[src/rtl/charger_status_fault_regs.vh]
// Register offsets, field positions and reset values of the charger status and fault bank.
`ifndef CHARGER_STATUS_FAULT_REGS_VH
`define CHARGER_STATUS_FAULT_REGS_VH
// Printed offsets are register indexes; byte address is four times the index.
`define IDX_STATE_REPORT    4'h8
`define IDX_FAULT_REPORT    4'h9
`define IDX_REG_STATE_MASK  4'ha
`define IDX_IDENT_RESET     4'hb
`define IDX_TEMP_ZONE_CTRL  4'hc
// Mask bit positions in the regulation register.
`define BIT_VLOOP_MASK      1
`define BIT_ILOOP_MASK      0
// Register reset bit in the identity register.
`define BIT_SOFT_RESET      7
// Temperature zone control field positions.
`define BIT_COOL_VCAP       7
`define BIT_COOL_EN         6
`define MSB_WARM_ISCALE     5
`define LSB_WARM_ISCALE     4
`define MSB_COOL_THR        3
`define LSB_COOL_THR        2
`define MSB_WARM_THR        1
`define LSB_WARM_THR        0
// Reset values.
`define RST_TEMP_ZONE_CTRL  8'h75
`define RST_MASKS           2'h0
`define RST_SOFT_RESET      1'h0
// Warm zone current scale codes in percent.
`define PCT_ZERO            7'h00
`define PCT_TWENTY          7'h14
`define PCT_FIFTY           7'h32
`define PCT_FULL            7'h64
// Cool zone voltage cap in millivolts.
`define COOL_VCAP_MV        13'h1004
`endif

[src/rtl/charger_status_fault_regs.v]
// Status, fault, identity and temperature zone registers of the charger, on classic Wishbone.
`include "charger_status_fault_regs.vh"

module charger_status_fault_regs #(
   parameter [3:0] PART_CODE     = 4'h5,  // Arbitrary value.
   parameter [0:0] MAKER_FLAG    = 1'h0,  // Arbitrary value.
   parameter [1:0] SILICON_REV   = 2'h0,  // Arbitrary value.
   parameter       VREG_MV_WIDTH = 13
) (
   // Clock and reset
   input  wire                     clk_sys_in,
   input  wire                     rst_b_in,
   // Wishbone slave
   input  wire                     wb_cyc_in,
   input  wire                     wb_stb_in,
   input  wire                     wb_we_in,
   input  wire [5:0]               wb_adr_in,
   input  wire [3:0]               wb_sel_in,
   input  wire [31:0]              wb_dat_in,
   output reg  [31:0]              wb_dat_out,
   output reg                      wb_ack_out,
   // Status inputs from the analog side, and the programmed regulation voltage
   input  wire [2:0]               input_source_type_in,
   input  wire [1:0]               charge_phase_in,
   input  wire                     input_power_good_in,
   input  wire                     die_thermal_loop_active_in,
   input  wire                     min_system_rail_loop_active_in,
   input  wire                     watchdog_expired_in,
   input  wire                     boost_fault_in,
   input  wire [1:0]               charge_fault_code_in,
   input  wire                     battery_overvoltage_flag_in,
   input  wire [2:0]               battery_temp_zone_in,
   input  wire                     input_attached_good_in,
   input  wire                     input_voltage_loop_active_in,
   input  wire                     input_current_loop_active_in,
   input  wire                     constant_voltage_phase_in,
   input  wire                     topoff_timer_running_in,
   input  wire                     adaptor_overvoltage_flag_in,
   input  wire [VREG_MV_WIDTH-1:0] programmed_vreg_mv_in,
   // Charge control outputs and interrupt pulse
   output reg  [VREG_MV_WIDTH-1:0] cool_zone_vreg_mv_out,
   output reg                      cool_zone_charge_allowed_out,
   output reg  [6:0]               warm_zone_current_pct_out,
   output wire                     warm_zone_timer_slow_out,
   output reg  [1:0]               cool_zone_threshold_out,
   output reg  [1:0]               warm_zone_threshold_out,
   output reg                      safety_timer_reset_out,
   output reg                      irq_pulse_out
);

   reg  [1:0]    masks_q;
   reg           soft_reset_q;
   reg  [7:0]    zone_ctrl_q;
   reg           vloop_prev_q;
   reg           iloop_prev_q;
   reg           wd_prev_q;

   wire [2:0] src_type;
   wire [1:0] phase;
   wire       pwr_good;
   wire       therm_loop;
   wire       sys_loop;
   wire       wd_fault;
   wire       boost_flt;
   wire [1:0] chg_fault;
   wire       bat_ovp;
   wire [2:0] temp_zone;
   wire       attached;
   wire       vloop;
   wire       iloop;
   wire       cv_phase;
   wire       topoff;
   wire       adaptor_ov;
   // Every status level comes from the analog side, so each passes two flip-flops.
   status_level_sync #(
      .WIDTH(3)
   ) u_sync_src_type (
      .clk_sys_in (clk_sys_in),
      .rst_b_in   (rst_b_in),
      .level_in   (input_source_type_in),
      .level_out  (src_type)
   );

   status_level_sync #(
      .WIDTH(2)
   ) u_sync_phase (
      .clk_sys_in (clk_sys_in),
      .rst_b_in   (rst_b_in),
      .level_in   (charge_phase_in),
      .level_out  (phase)
   );

   status_level_sync u_sync_pwr_good (
      .clk_sys_in (clk_sys_in),
      .rst_b_in   (rst_b_in),
      .level_in   (input_power_good_in),
      .level_out  (pwr_good)
   );

   status_level_sync u_sync_therm_loop (
      .clk_sys_in (clk_sys_in),
      .rst_b_in   (rst_b_in),
      .level_in   (die_thermal_loop_active_in),
      .level_out  (therm_loop)
   );

   status_level_sync u_sync_sys_loop (
      .clk_sys_in (clk_sys_in),
      .rst_b_in   (rst_b_in),
      .level_in   (min_system_rail_loop_active_in),
      .level_out  (sys_loop)
   );

   status_level_sync u_sync_wd_fault (
      .clk_sys_in (clk_sys_in),
      .rst_b_in   (rst_b_in),
      .level_in   (watchdog_expired_in),
      .level_out  (wd_fault)
   );

   status_level_sync u_sync_boost_flt (
      .clk_sys_in (clk_sys_in),
      .rst_b_in   (rst_b_in),
      .level_in   (boost_fault_in),
      .level_out  (boost_flt)
   );

   status_level_sync #(
      .WIDTH(2)
   ) u_sync_chg_fault (
      .clk_sys_in (clk_sys_in),
      .rst_b_in   (rst_b_in),
      .level_in   (charge_fault_code_in),
      .level_out  (chg_fault)
   );

   status_level_sync u_sync_bat_ovp (
      .clk_sys_in (clk_sys_in),
      .rst_b_in   (rst_b_in),
      .level_in   (battery_overvoltage_flag_in),
      .level_out  (bat_ovp)
   );

   status_level_sync #(
      .WIDTH(3)
   ) u_sync_temp_zone (
      .clk_sys_in (clk_sys_in),
      .rst_b_in   (rst_b_in),
      .level_in   (battery_temp_zone_in),
      .level_out  (temp_zone)
   );

   status_level_sync u_sync_attached (
      .clk_sys_in (clk_sys_in),
      .rst_b_in   (rst_b_in),
      .level_in   (input_attached_good_in),
      .level_out  (attached)
   );

   status_level_sync u_sync_vloop (
      .clk_sys_in (clk_sys_in),
      .rst_b_in   (rst_b_in),
      .level_in   (input_voltage_loop_active_in),
      .level_out  (vloop)
   );

   status_level_sync u_sync_iloop (
      .clk_sys_in (clk_sys_in),
      .rst_b_in   (rst_b_in),
      .level_in   (input_current_loop_active_in),
      .level_out  (iloop)
   );

   status_level_sync u_sync_cv_phase (
      .clk_sys_in (clk_sys_in),
      .rst_b_in   (rst_b_in),
      .level_in   (constant_voltage_phase_in),
      .level_out  (cv_phase)
   );

   status_level_sync u_sync_topoff (
      .clk_sys_in (clk_sys_in),
      .rst_b_in   (rst_b_in),
      .level_in   (topoff_timer_running_in),
      .level_out  (topoff)
   );

   status_level_sync u_sync_adaptor_ov (
      .clk_sys_in (clk_sys_in),
      .rst_b_in   (rst_b_in),
      .level_in   (adaptor_overvoltage_flag_in),
      .level_out  (adaptor_ov)
   );

   // Bus decode; the slave answers in the cycle after the strobe and drops ack for one cycle.
   wire       req       = wb_cyc_in & wb_stb_in & ~wb_ack_out;
   wire [3:0] idx       = wb_adr_in[5:2];
   // A write lands at the edge where the master samples ack, never while it still waits.
   wire       wr_lane0  = wb_cyc_in & wb_stb_in & wb_ack_out & wb_we_in & wb_sel_in[0] &
                          (wb_adr_in[1:0] == 2'h0);
   wire       wr_mask   = wr_lane0 & (idx == `IDX_REG_STATE_MASK);
   wire       wr_ident  = wr_lane0 & (idx == `IDX_IDENT_RESET);
   wire       wr_zone   = wr_lane0 & (idx == `IDX_TEMP_ZONE_CTRL);
   // Watchdog expiry restores the zone settings once on its rising edge.
   wire       wd_rise   = wd_fault & ~wd_prev_q;

   function [7:0] read_mux;
      input [3:0] i;
      begin
         case (i)
            `IDX_STATE_REPORT:   read_mux = {src_type, phase, pwr_good, therm_loop,
                                             sys_loop};
            `IDX_FAULT_REPORT:   read_mux = {wd_fault, boost_flt,
                                             chg_fault, bat_ovp,
                                             temp_zone};
            `IDX_REG_STATE_MASK: read_mux = {attached, vloop, iloop,
                                             cv_phase, topoff,
                                             adaptor_ov, masks_q};
            `IDX_IDENT_RESET:    read_mux = {soft_reset_q, PART_CODE, MAKER_FLAG,
                                             SILICON_REV};
            `IDX_TEMP_ZONE_CTRL: read_mux = zone_ctrl_q;
            default:             read_mux = 8'h00;
         endcase
      end
   endfunction

   // Reads only sample; no register changes on a read.
   always @(posedge clk_sys_in or negedge rst_b_in) begin
      if (!rst_b_in) begin
         wb_ack_out <= 1'b0;
         wb_dat_out <= 32'h0000_0000;
      end else begin
         wb_ack_out <= req;
         if (req && !wb_we_in) begin
            wb_dat_out <= {24'h00_0000, read_mux(idx)};
         end
      end
   end

   // The soft reset bit is held for one cycle, during which defaults load, then it clears itself.
   always @(posedge clk_sys_in or negedge rst_b_in) begin
      if (!rst_b_in) begin
         masks_q                <= `RST_MASKS;
         soft_reset_q           <= `RST_SOFT_RESET;
         zone_ctrl_q            <= `RST_TEMP_ZONE_CTRL;
         safety_timer_reset_out <= 1'b0;
         wd_prev_q              <= 1'b0;
      end else begin
         wd_prev_q              <= wd_fault;
         safety_timer_reset_out <= soft_reset_q;
         if (soft_reset_q) begin
            masks_q      <= `RST_MASKS;
            zone_ctrl_q  <= `RST_TEMP_ZONE_CTRL;
            soft_reset_q <= `RST_SOFT_RESET;
         end else begin
            if (wr_ident) begin
               soft_reset_q <= wb_dat_in[`BIT_SOFT_RESET];
            end
            if (wr_mask) begin
               masks_q <= wb_dat_in[`BIT_VLOOP_MASK:`BIT_ILOOP_MASK];
            end
            if (wd_rise) begin
               zone_ctrl_q <= `RST_TEMP_ZONE_CTRL;
            end else if (wr_zone) begin
               zone_ctrl_q <= wb_dat_in[7:0];
            end
         end
      end
   end

   // Onset of the input voltage or input current loop gives one pulse unless masked.
   always @(posedge clk_sys_in or negedge rst_b_in) begin
      if (!rst_b_in) begin
         vloop_prev_q  <= 1'b0;
         iloop_prev_q  <= 1'b0;
         irq_pulse_out <= 1'b0;
      end else begin
         vloop_prev_q  <= vloop;
         iloop_prev_q  <= iloop;
         irq_pulse_out <= (vloop & ~vloop_prev_q & ~masks_q[`BIT_VLOOP_MASK]) |
                          (iloop & ~iloop_prev_q & ~masks_q[`BIT_ILOOP_MASK]);
      end
   end

   function [6:0] warm_pct;
      input [1:0] code;
      begin
         case (code)
            2'h0:    warm_pct = `PCT_ZERO;
            2'h1:    warm_pct = `PCT_TWENTY;
            2'h2:    warm_pct = `PCT_FIFTY;
            default: warm_pct = `PCT_FULL;
         endcase
      end
   endfunction

   // Warm zone never slows the safety timer.
   assign warm_zone_timer_slow_out = 1'b0;

   wire [VREG_MV_WIDTH-1:0] cap_mv = `COOL_VCAP_MV;

   always @(posedge clk_sys_in or negedge rst_b_in) begin
      if (!rst_b_in) begin
         cool_zone_vreg_mv_out        <= {VREG_MV_WIDTH{1'b0}};
         cool_zone_charge_allowed_out <= 1'b0;
         warm_zone_current_pct_out    <= `PCT_ZERO;
         cool_zone_threshold_out      <= 2'h0;
         warm_zone_threshold_out      <= 2'h0;
      end else begin
         if (zone_ctrl_q[`BIT_COOL_VCAP] && (programmed_vreg_mv_in > cap_mv)) begin
            cool_zone_vreg_mv_out <= cap_mv;
         end else begin
            cool_zone_vreg_mv_out <= programmed_vreg_mv_in;
         end
         cool_zone_charge_allowed_out <= zone_ctrl_q[`BIT_COOL_EN];
         warm_zone_current_pct_out    <=
            warm_pct(zone_ctrl_q[`MSB_WARM_ISCALE:`LSB_WARM_ISCALE]);
         cool_zone_threshold_out <= zone_ctrl_q[`MSB_COOL_THR:`LSB_COOL_THR];
         warm_zone_threshold_out <= zone_ctrl_q[`MSB_WARM_THR:`LSB_WARM_THR];
      end
   end

endmodule

// Two flip-flop synchroniser; a multi-bit code can look mixed for one cycle while it changes.
module status_level_sync #(
   parameter WIDTH = 1
) (
   // Clock and reset
   input  wire             clk_sys_in,
   input  wire             rst_b_in,
   // Level from outside the clock domain and its synchronised copy
   input  wire [WIDTH-1:0] level_in,
   output wire [WIDTH-1:0] level_out
);

   reg [WIDTH-1:0] stage1_q;
   reg [WIDTH-1:0] stage2_q;

   always @(posedge clk_sys_in or negedge rst_b_in) begin
      if (!rst_b_in) begin
         stage1_q <= {WIDTH{1'b0}};
         stage2_q <= {WIDTH{1'b0}};
      end else begin
         stage1_q <= level_in;
         stage2_q <= stage1_q;
      end
   end

   assign level_out = stage2_q;

endmodule

[config.mk]
export PLATFORM = sky130hd
export DESIGN_NAME = charger_status_fault_regs
export DESIGN_NICKNAME = d
export VERILOG_FILES = /design/src/rtl/charger_status_fault_regs.v
export VERILOG_INCLUDE_DIRS = /design/src /design/src/rtl
export SDC_FILE = /design/constraint.sdc
export NUM_CORES = 1
export LEC_CHECK = 0
export ABC_AREA = 1
export BUFFER_PORTS_ARGS = -buffer_cell sky130_fd_sc_hd__buf_4
export CAP_MARGIN = 25
export CELL_PAD_IN_SITES_DETAIL_PLACEMENT = 1
export CELL_PAD_IN_SITES_GLOBAL_PLACEMENT = 2
export CORE_ASPECT_RATIO = 2
export CORE_UTILIZATION = 32
export CTS_BUF_LIST = sky130_fd_sc_hd__clkbuf_2
export CTS_CLUSTER_DIAMETER = 60
export DETAILED_ROUTE_END_ITERATION = 12
export GPL_TIMING_DRIVEN = 0
export PLACE_DENSITY = 0.92
export SYNTH_ARGS = -nofsm -noshare
export SYNTH_HDL_FRONTEND = slang
export SYNTH_SLANG_ARGS = --single-unit
[constraint.sdc]
create_clock -name clk_sys_in -period 2.7 [get_ports clk_sys_in]
set_clock_uncertainty 0.05 [all_clocks]
set_input_delay 0.54 -clock clk_sys_in [delete_from_list [all_inputs] [get_ports clk_sys_in]]
set_output_delay 0.54 -clock clk_sys_in [all_outputs]
set_load 0.05 [all_outputs]
**Yosys cells after proc, flatten, opt, wreduce, memory -nomap -nowiden**

Index checks and enable logic that the tools add are counted.

- Bitwise logic cells: 21
- $mul: 0
- Order comparisons: 1
- Muxes and demuxes: 10
- Add/subtract/negate cells: 0
- Divide/modulo/power cells: 0
- Eq/ne operators: 7
- Reductions and logical operators: 7
- Shift-type cells: 0

Operators by type and width:

| cell | count |
|---|---|
| 8-bit one-hot mux with 5 select lines | 1 |
| 8-bit 2-to-1 mux | 3 |
| 7-bit one-hot mux with 3 select lines | 1 |
| 4-bit == test (second input constant) | 5 |
| 1-bit bitwise AND | 14 |
| 13-bit greater-than comparator (second input constant) | 1 |
| 13-bit 2-to-1 mux | 1 |
| 1-bit inverter | 6 |
| 2-bit zero test | 2 |
| 2-bit 2-to-1 mux | 2 |
| 3-bit nonzero test | 1 |
| 2-bit by 1-bit == test with 1-bit output (second input constant) | 1 |
| 2-bit == test (second input constant) | 1 |
| 1-bit logical AND | 2 |
| 1-bit 2-to-1 mux | 2 |
| 2-bit nonzero test | 1 |
| 1-bit zero test | 1 |
| 1-bit OR | 1 |

- Bits of input ports: 82
- Memories: 0
- Register bits: 94
- Latch bits: 0
- Word-level logic and storage cells: 93
- Bits in writable memories: 0
- Memory bits (read-only): 0

**Longest topological paths before layout**

- Word-level depth: 9
- Mapped depth: 8
- Gate-level depth less buffers: 7

**Hierarchy**

A second synthesis with hierarchy kept.

- Cell total of the unflattened synthesis: 299
- Area total of the unflattened synthesis: 3418.3 um2

By module, submodules not included:

| module | cells each | seq. area each (um2) | area each (um2) | instances |
|---|---|---|---|---|
| charger_status_fault_regs | 255 | 1207.4 | 2317.2 | 1 |
| status_level_sync at u_sync_adaptor_ov ... | 2 | 50.0 | 50.0 | 12 |
| status_level_sync at u_sync_src_type ... | 6 | 150.1 | 150.1 | 2 |
| status_level_sync at u_sync_chg_fault ... | 4 | 100.1 | 100.1 | 2 |

**Worst setup path after synthesis**

No wires, ideal clock.

- Path type: reg2reg
- Start point: register wb_ack_out
- End point: register zone_ctrl_q[1]
- Path buffers: 0
- Data arrival time: 1.384 ns
- Slack: 1.200 ns
- Setup time: 0.065 ns
- Stages on the path, launching flop included: 7
- Cell sequence: dfrtp_1 > nand4_1 > nor2_4 > nand2_2 > nor2_4 > nand2_1 > nand2_1

- Cells in the longest elaborated chain, start to end: 6

RTL lines:

| item | RTL line | text |
|---|---|---|
| from (decl) | charger_status_fault_regs.v:21 | `output reg wb_ack_out,` |
| from (signal assigned) | charger_status_fault_regs.v:233 | `wb_ack_out <= req;` |
| 1-bit bitwise AND (4 in series) | charger_status_fault_regs.v:199 | `wire wr_lane0 = wb_cyc_in & wb_stb_in & wb_ack_out & wb_we_in & wb_sel_in[0] &` |
| 1-bit bitwise AND | charger_status_fault_regs.v:203 | `` wire wr_zone = wr_lane0 & (idx == `IDX_TEMP_ZONE_CTRL); `` |
| 3-bit nonzero test (no source line) | -- |  |
| to (signal assigned) | charger_status_fault_regs.v:245 | `` zone_ctrl_q <= `RST_TEMP_ZONE_CTRL; `` |
| to (signal assigned) | charger_status_fault_regs.v:253 | `` zone_ctrl_q <= `RST_TEMP_ZONE_CTRL; `` |
| to (signal assigned) | charger_status_fault_regs.v:263 | `` zone_ctrl_q <= `RST_TEMP_ZONE_CTRL; `` |
| to (decl) | charger_status_fault_regs.v:53 | `reg [7:0] zone_ctrl_q;` |

Every way passes these cells.
A chain may end at the register's enable or synchronous reset.

**Worst setup path in the final report**

- Start point: register wb_ack_out
- End point: output wb_ack_out

No word-level cell between the ends.

==> flow_summary.json <==
{
  "outcome": "finished, final reports clean",
  "grt_max_degree": 53,
  "placed_cells": 543,
  "clkPwrFrac": 0.232,
  "avgSynthCellArea_um2": 11.6,
  "rsz0062_at_grt": "false",
  "critical_path.max_stage_delay_ns": 0.45,
  "place_area_um2": 4350,
  "clk_pin_slew_ns": 0.26,
  "post_cts_resized": 0,
  "finalNetCount": 526,
  "arrival_ns": 1.18,
  "clkSinkCount": 92,
  "drc": 0,
  "syn_to_final_growth_pct": 37.7,
  "first_iter_violations": 105,
  "overflow": 0,
  "port_buffers": 88,
  "drtPass1Iterations": 4,
  "cts_buffers": 9,
  "grt_pass1_vias": 2834,
  "worst_pin_slew_ns": 0.563,
  "io_pins": 143,
  "intPower_w": 0.00180,
  "combPwrFrac": 0.207,
  "critPathBufInv": 1,
  "ys_types": 27,
  "r2r-end": "zone_ctrl_q[7]$_DFFE_PN0P_",
  "seq_area_frac_synth": 0.680,
  "dpl.hpwl_um": 6320,
  "power_frac_seq": 0.562,
  "syn_inst": 293,
  "r2r_slack_ns": 1.32,
  "regArea_um2": 2310,
  "timing.final.ws_setup_ns": 0.929,
  "worstSetupPathType": "reg -> out",
  "cts_buffer_depth": 2,
  "die-area_um2": 11000,
  "p_sw_frac": 0.331,
  "fp.dieW_um": 74.8,
  "holdPathEnd": "u_sync_therm_loop.stage1_q$_DFF_PN0_",
  "fin_area_um2": 4670,
  "grt_pass1_wl_um": 13600,
  "drive_gt1_frac": 0.350,
  "synth_top_cell_by_area": "dfrtp_1",
  "synth-seq-cells": 92,
  "fill_cells": 1190,
  "tritoncts": "yes",
  "endpoint_kind": "primary output",
  "p_per_area_nw_per_um2": 576,
  "cp_top_family": "flip-flops",
  "antenna_found_initial": 1,
  "leakage_nw": 2.39,
  "cp-start-kind": "flip-flop",
  "max_freq_ghz": 0.565,
  "worst-path-max-fanout": 3,
  "synth_area_leaders": "dfrtp_1 64%, nand2_1 6.4%, buf_4 6.0%",
  "multi_input_area_um2": 880,
  "slew_violations": 0,
  "core_area_um2": 10200,
  "final_common_cell": "buf_4",
  "placement_rows": 52,
  "worstPathCellList": "buf_4",
  "reg2reg_from": "wb_ack_out$_DFF_PN0_",
  "dr_total_vias": 2533,
  "hp-start": "die_thermal_loop_active_in",
  "hold_viol_final": 0,
  "wirelength_um": 8290,
  "yosys_warnings": 0,
  "gp_congestion": 0.811,
  "start_util": 0.332,
  "hold_depth": 1,
  "holdCritPathClass": "in -> reg",
  "required_ns": 2.11,
  "period_minus_slack_ns": 1.77,
  "timing.slew.headroom": 0.625,
  "reg2reg_depth": 6,
  "clkLatencyLatePin_ns": 0.53,
  "htreeDepth": 3,
  "grt_use_total": 0.168,
  "ant_nets": 0,
  "p_sw_w": 0.000891,
  "die_height_um": 148,
  "dpl_worst_slack_ns": 1.02,
  "setup-tns-final_ns": 0,
  "crit_slowest_cell": "dfrtp_1",
  "setup_viol_count_final": 0,
  "final_cell_mix": "115 x buf_4, 87 x dfrtp_1, 58 x nand2_1, 37 x nand3_1, 27 x conb_1",
  "root_buffer": "clkbuf_2",
  "final_cells": 582,
  "synth_area_um2": 3390,
  "wl_per_cell_um": 14.3,
  "post_cts_buffers": 0,
  "min_period_over_period": 0.656,
  "drv_cap": 0,
  "ir_drop_mv": 0.290,
  "synth_top_cell_area_share": 0.641,
  "vias_per_cell": 4.35
}
==> sequential cells by signal, indices dropped and copies added, names as in the netlist, 2 cells and up <==
signal	flops
cool_zone_vreg_mv_out	13
wb_dat_out	8
zone_ctrl_q	8
warm_zone_current_pct_out	5
u_sync_src_type.level_out	3
u_sync_src_type.stage1_q	3
u_sync_temp_zone.level_out	3
u_sync_temp_zone.stage1_q	3
cool_zone_threshold_out	2
masks_q	2
u_sync_chg_fault.level_out	2
u_sync_chg_fault.stage1_q	2
u_sync_phase.level_out	2
u_sync_phase.stage1_q	2
warm_zone_threshold_out	2
==> metal layers <==
layer  up-vias  routed length [um]  track usage
li1       1189                   -            -
met4         0                 374        0.104
met1      1236                2850        0.167
met3        18                 337       0.0286
met2        90                4730        0.307
met5         -                   0            0
==> power groups by stage <==
stage / sequential [W] / clock [W] / combinational, W
floorplan: 0.00168 / 0 / 0.000184
global placement: 0.00153 / 0 / 0.000516
detailed placement: 0.00154 / 0 / 0.000533
CTS: 0.00151 / 0.000660 / 0.000559
global route: 0.00152 / 0.000715 / 0.000592
finish: 0.00151 / 0.000624 / 0.000556
==> cell usage after synthesis <==
| cell type | number |
|---|---|
| o21ai_2 | 1 |
| dfstp_2 | 5 |
| a21boi_0 | 11 |
| nand2_1 | 58 |
| buf_4 | 27 |
| nor2_4 | 3 |
| nor2_2 | 4 |
| a31oi_1 | 1 |
| or2_2 | 2 |
| nand4_1 | 9 |
| ha_1 | 3 |
| o21bai_1 | 1 |
| dfrtp_1 | 87 |
| inv_1 | 16 |
| clkbuf_1 | 2 |
| nand2_2 | 3 |
| o21a_1 | 1 |
| conb_1 | 1 |
| o211ai_1 | 2 |
| inv_2 | 2 |
| nand3_1 | 37 |
| nor2_1 | 6 |
| nor3_1 | 5 |
| buf_6 | 1 |
| nand3b_1 | 1 |
| buf_2 | 3 |
| o32ai_1 | 1 |
==> worst max path at each step <==
stage                     slack [ns]                          to                 start  cells past startpoint
after global routing            0.83                  wb_ack_out  wb_ack_out$_DFF_PN0_                      1
after detailed placement        1.02  zone_ctrl_q[3]$_DFFE_PN0P_          wb_adr_in[1]                      7
after CTS                       0.86                  wb_ack_out  wb_ack_out$_DFF_PN0_                      1
final                           0.93                  wb_ack_out  wb_ack_out$_DFF_PN0_                      1
after floorplan                 1.20  zone_ctrl_q[1]$_DFFE_PN0P_  wb_ack_out$_DFF_PN0_                      6
after global placement          1.06  zone_ctrl_q[1]$_DFFE_PN0P_          wb_adr_in[1]                      7
==> stage by stage <==
step	power, W	hold WS [ns]	utilization
5_1_grt	0.00283	0.000209	0.457
3_5_place_dp	0.00207	0.286	0.426
2_1_floorplan	0.00186	0.194	-
6_report	0.00269	0.0731	0.457
4_1_cts	0.00273	0.00764	0.457
3_3_place_gp	0.00205	0.283	0.423
==> cells by family after synthesis <==
| group | after synthesis | share of synthesized area |
|---|---|---|
| AND/OR/NAND/NOR | 128 | 0.178 |
| flip-flops | 92 | 0.680 |
| buffers and inverters | 51 | 0.0896 |
| AO/OA/AOI/OAI | 18 | 0.0402 |
| adder cells (fa/ha/maj) | 3 | 0.0111 |
| other | 1 | 0.00110 |
==> cell type report <==
type | count | share of cell area
diodes | 1 | 0.000535
repair buffers | 111 | 0.194
clock buffers | 9 | 0.00964
plain buffers | 33 | 0.0506
inverters | 18 | 0.0145
flip-flops and latches | 92 | 0.494
well taps | 135 | 0.0361
clock inverters | 7 | 0.0120
multi-input cells | 176 | 0.188
==> timing repair <==
item                       in CTS  in global routing
setup endpoints to repair       0                  0
hold endpoints to repair       56                  0
hold buffers                   22                  0
No activity file was read; power rests on OpenSTA's default activity.
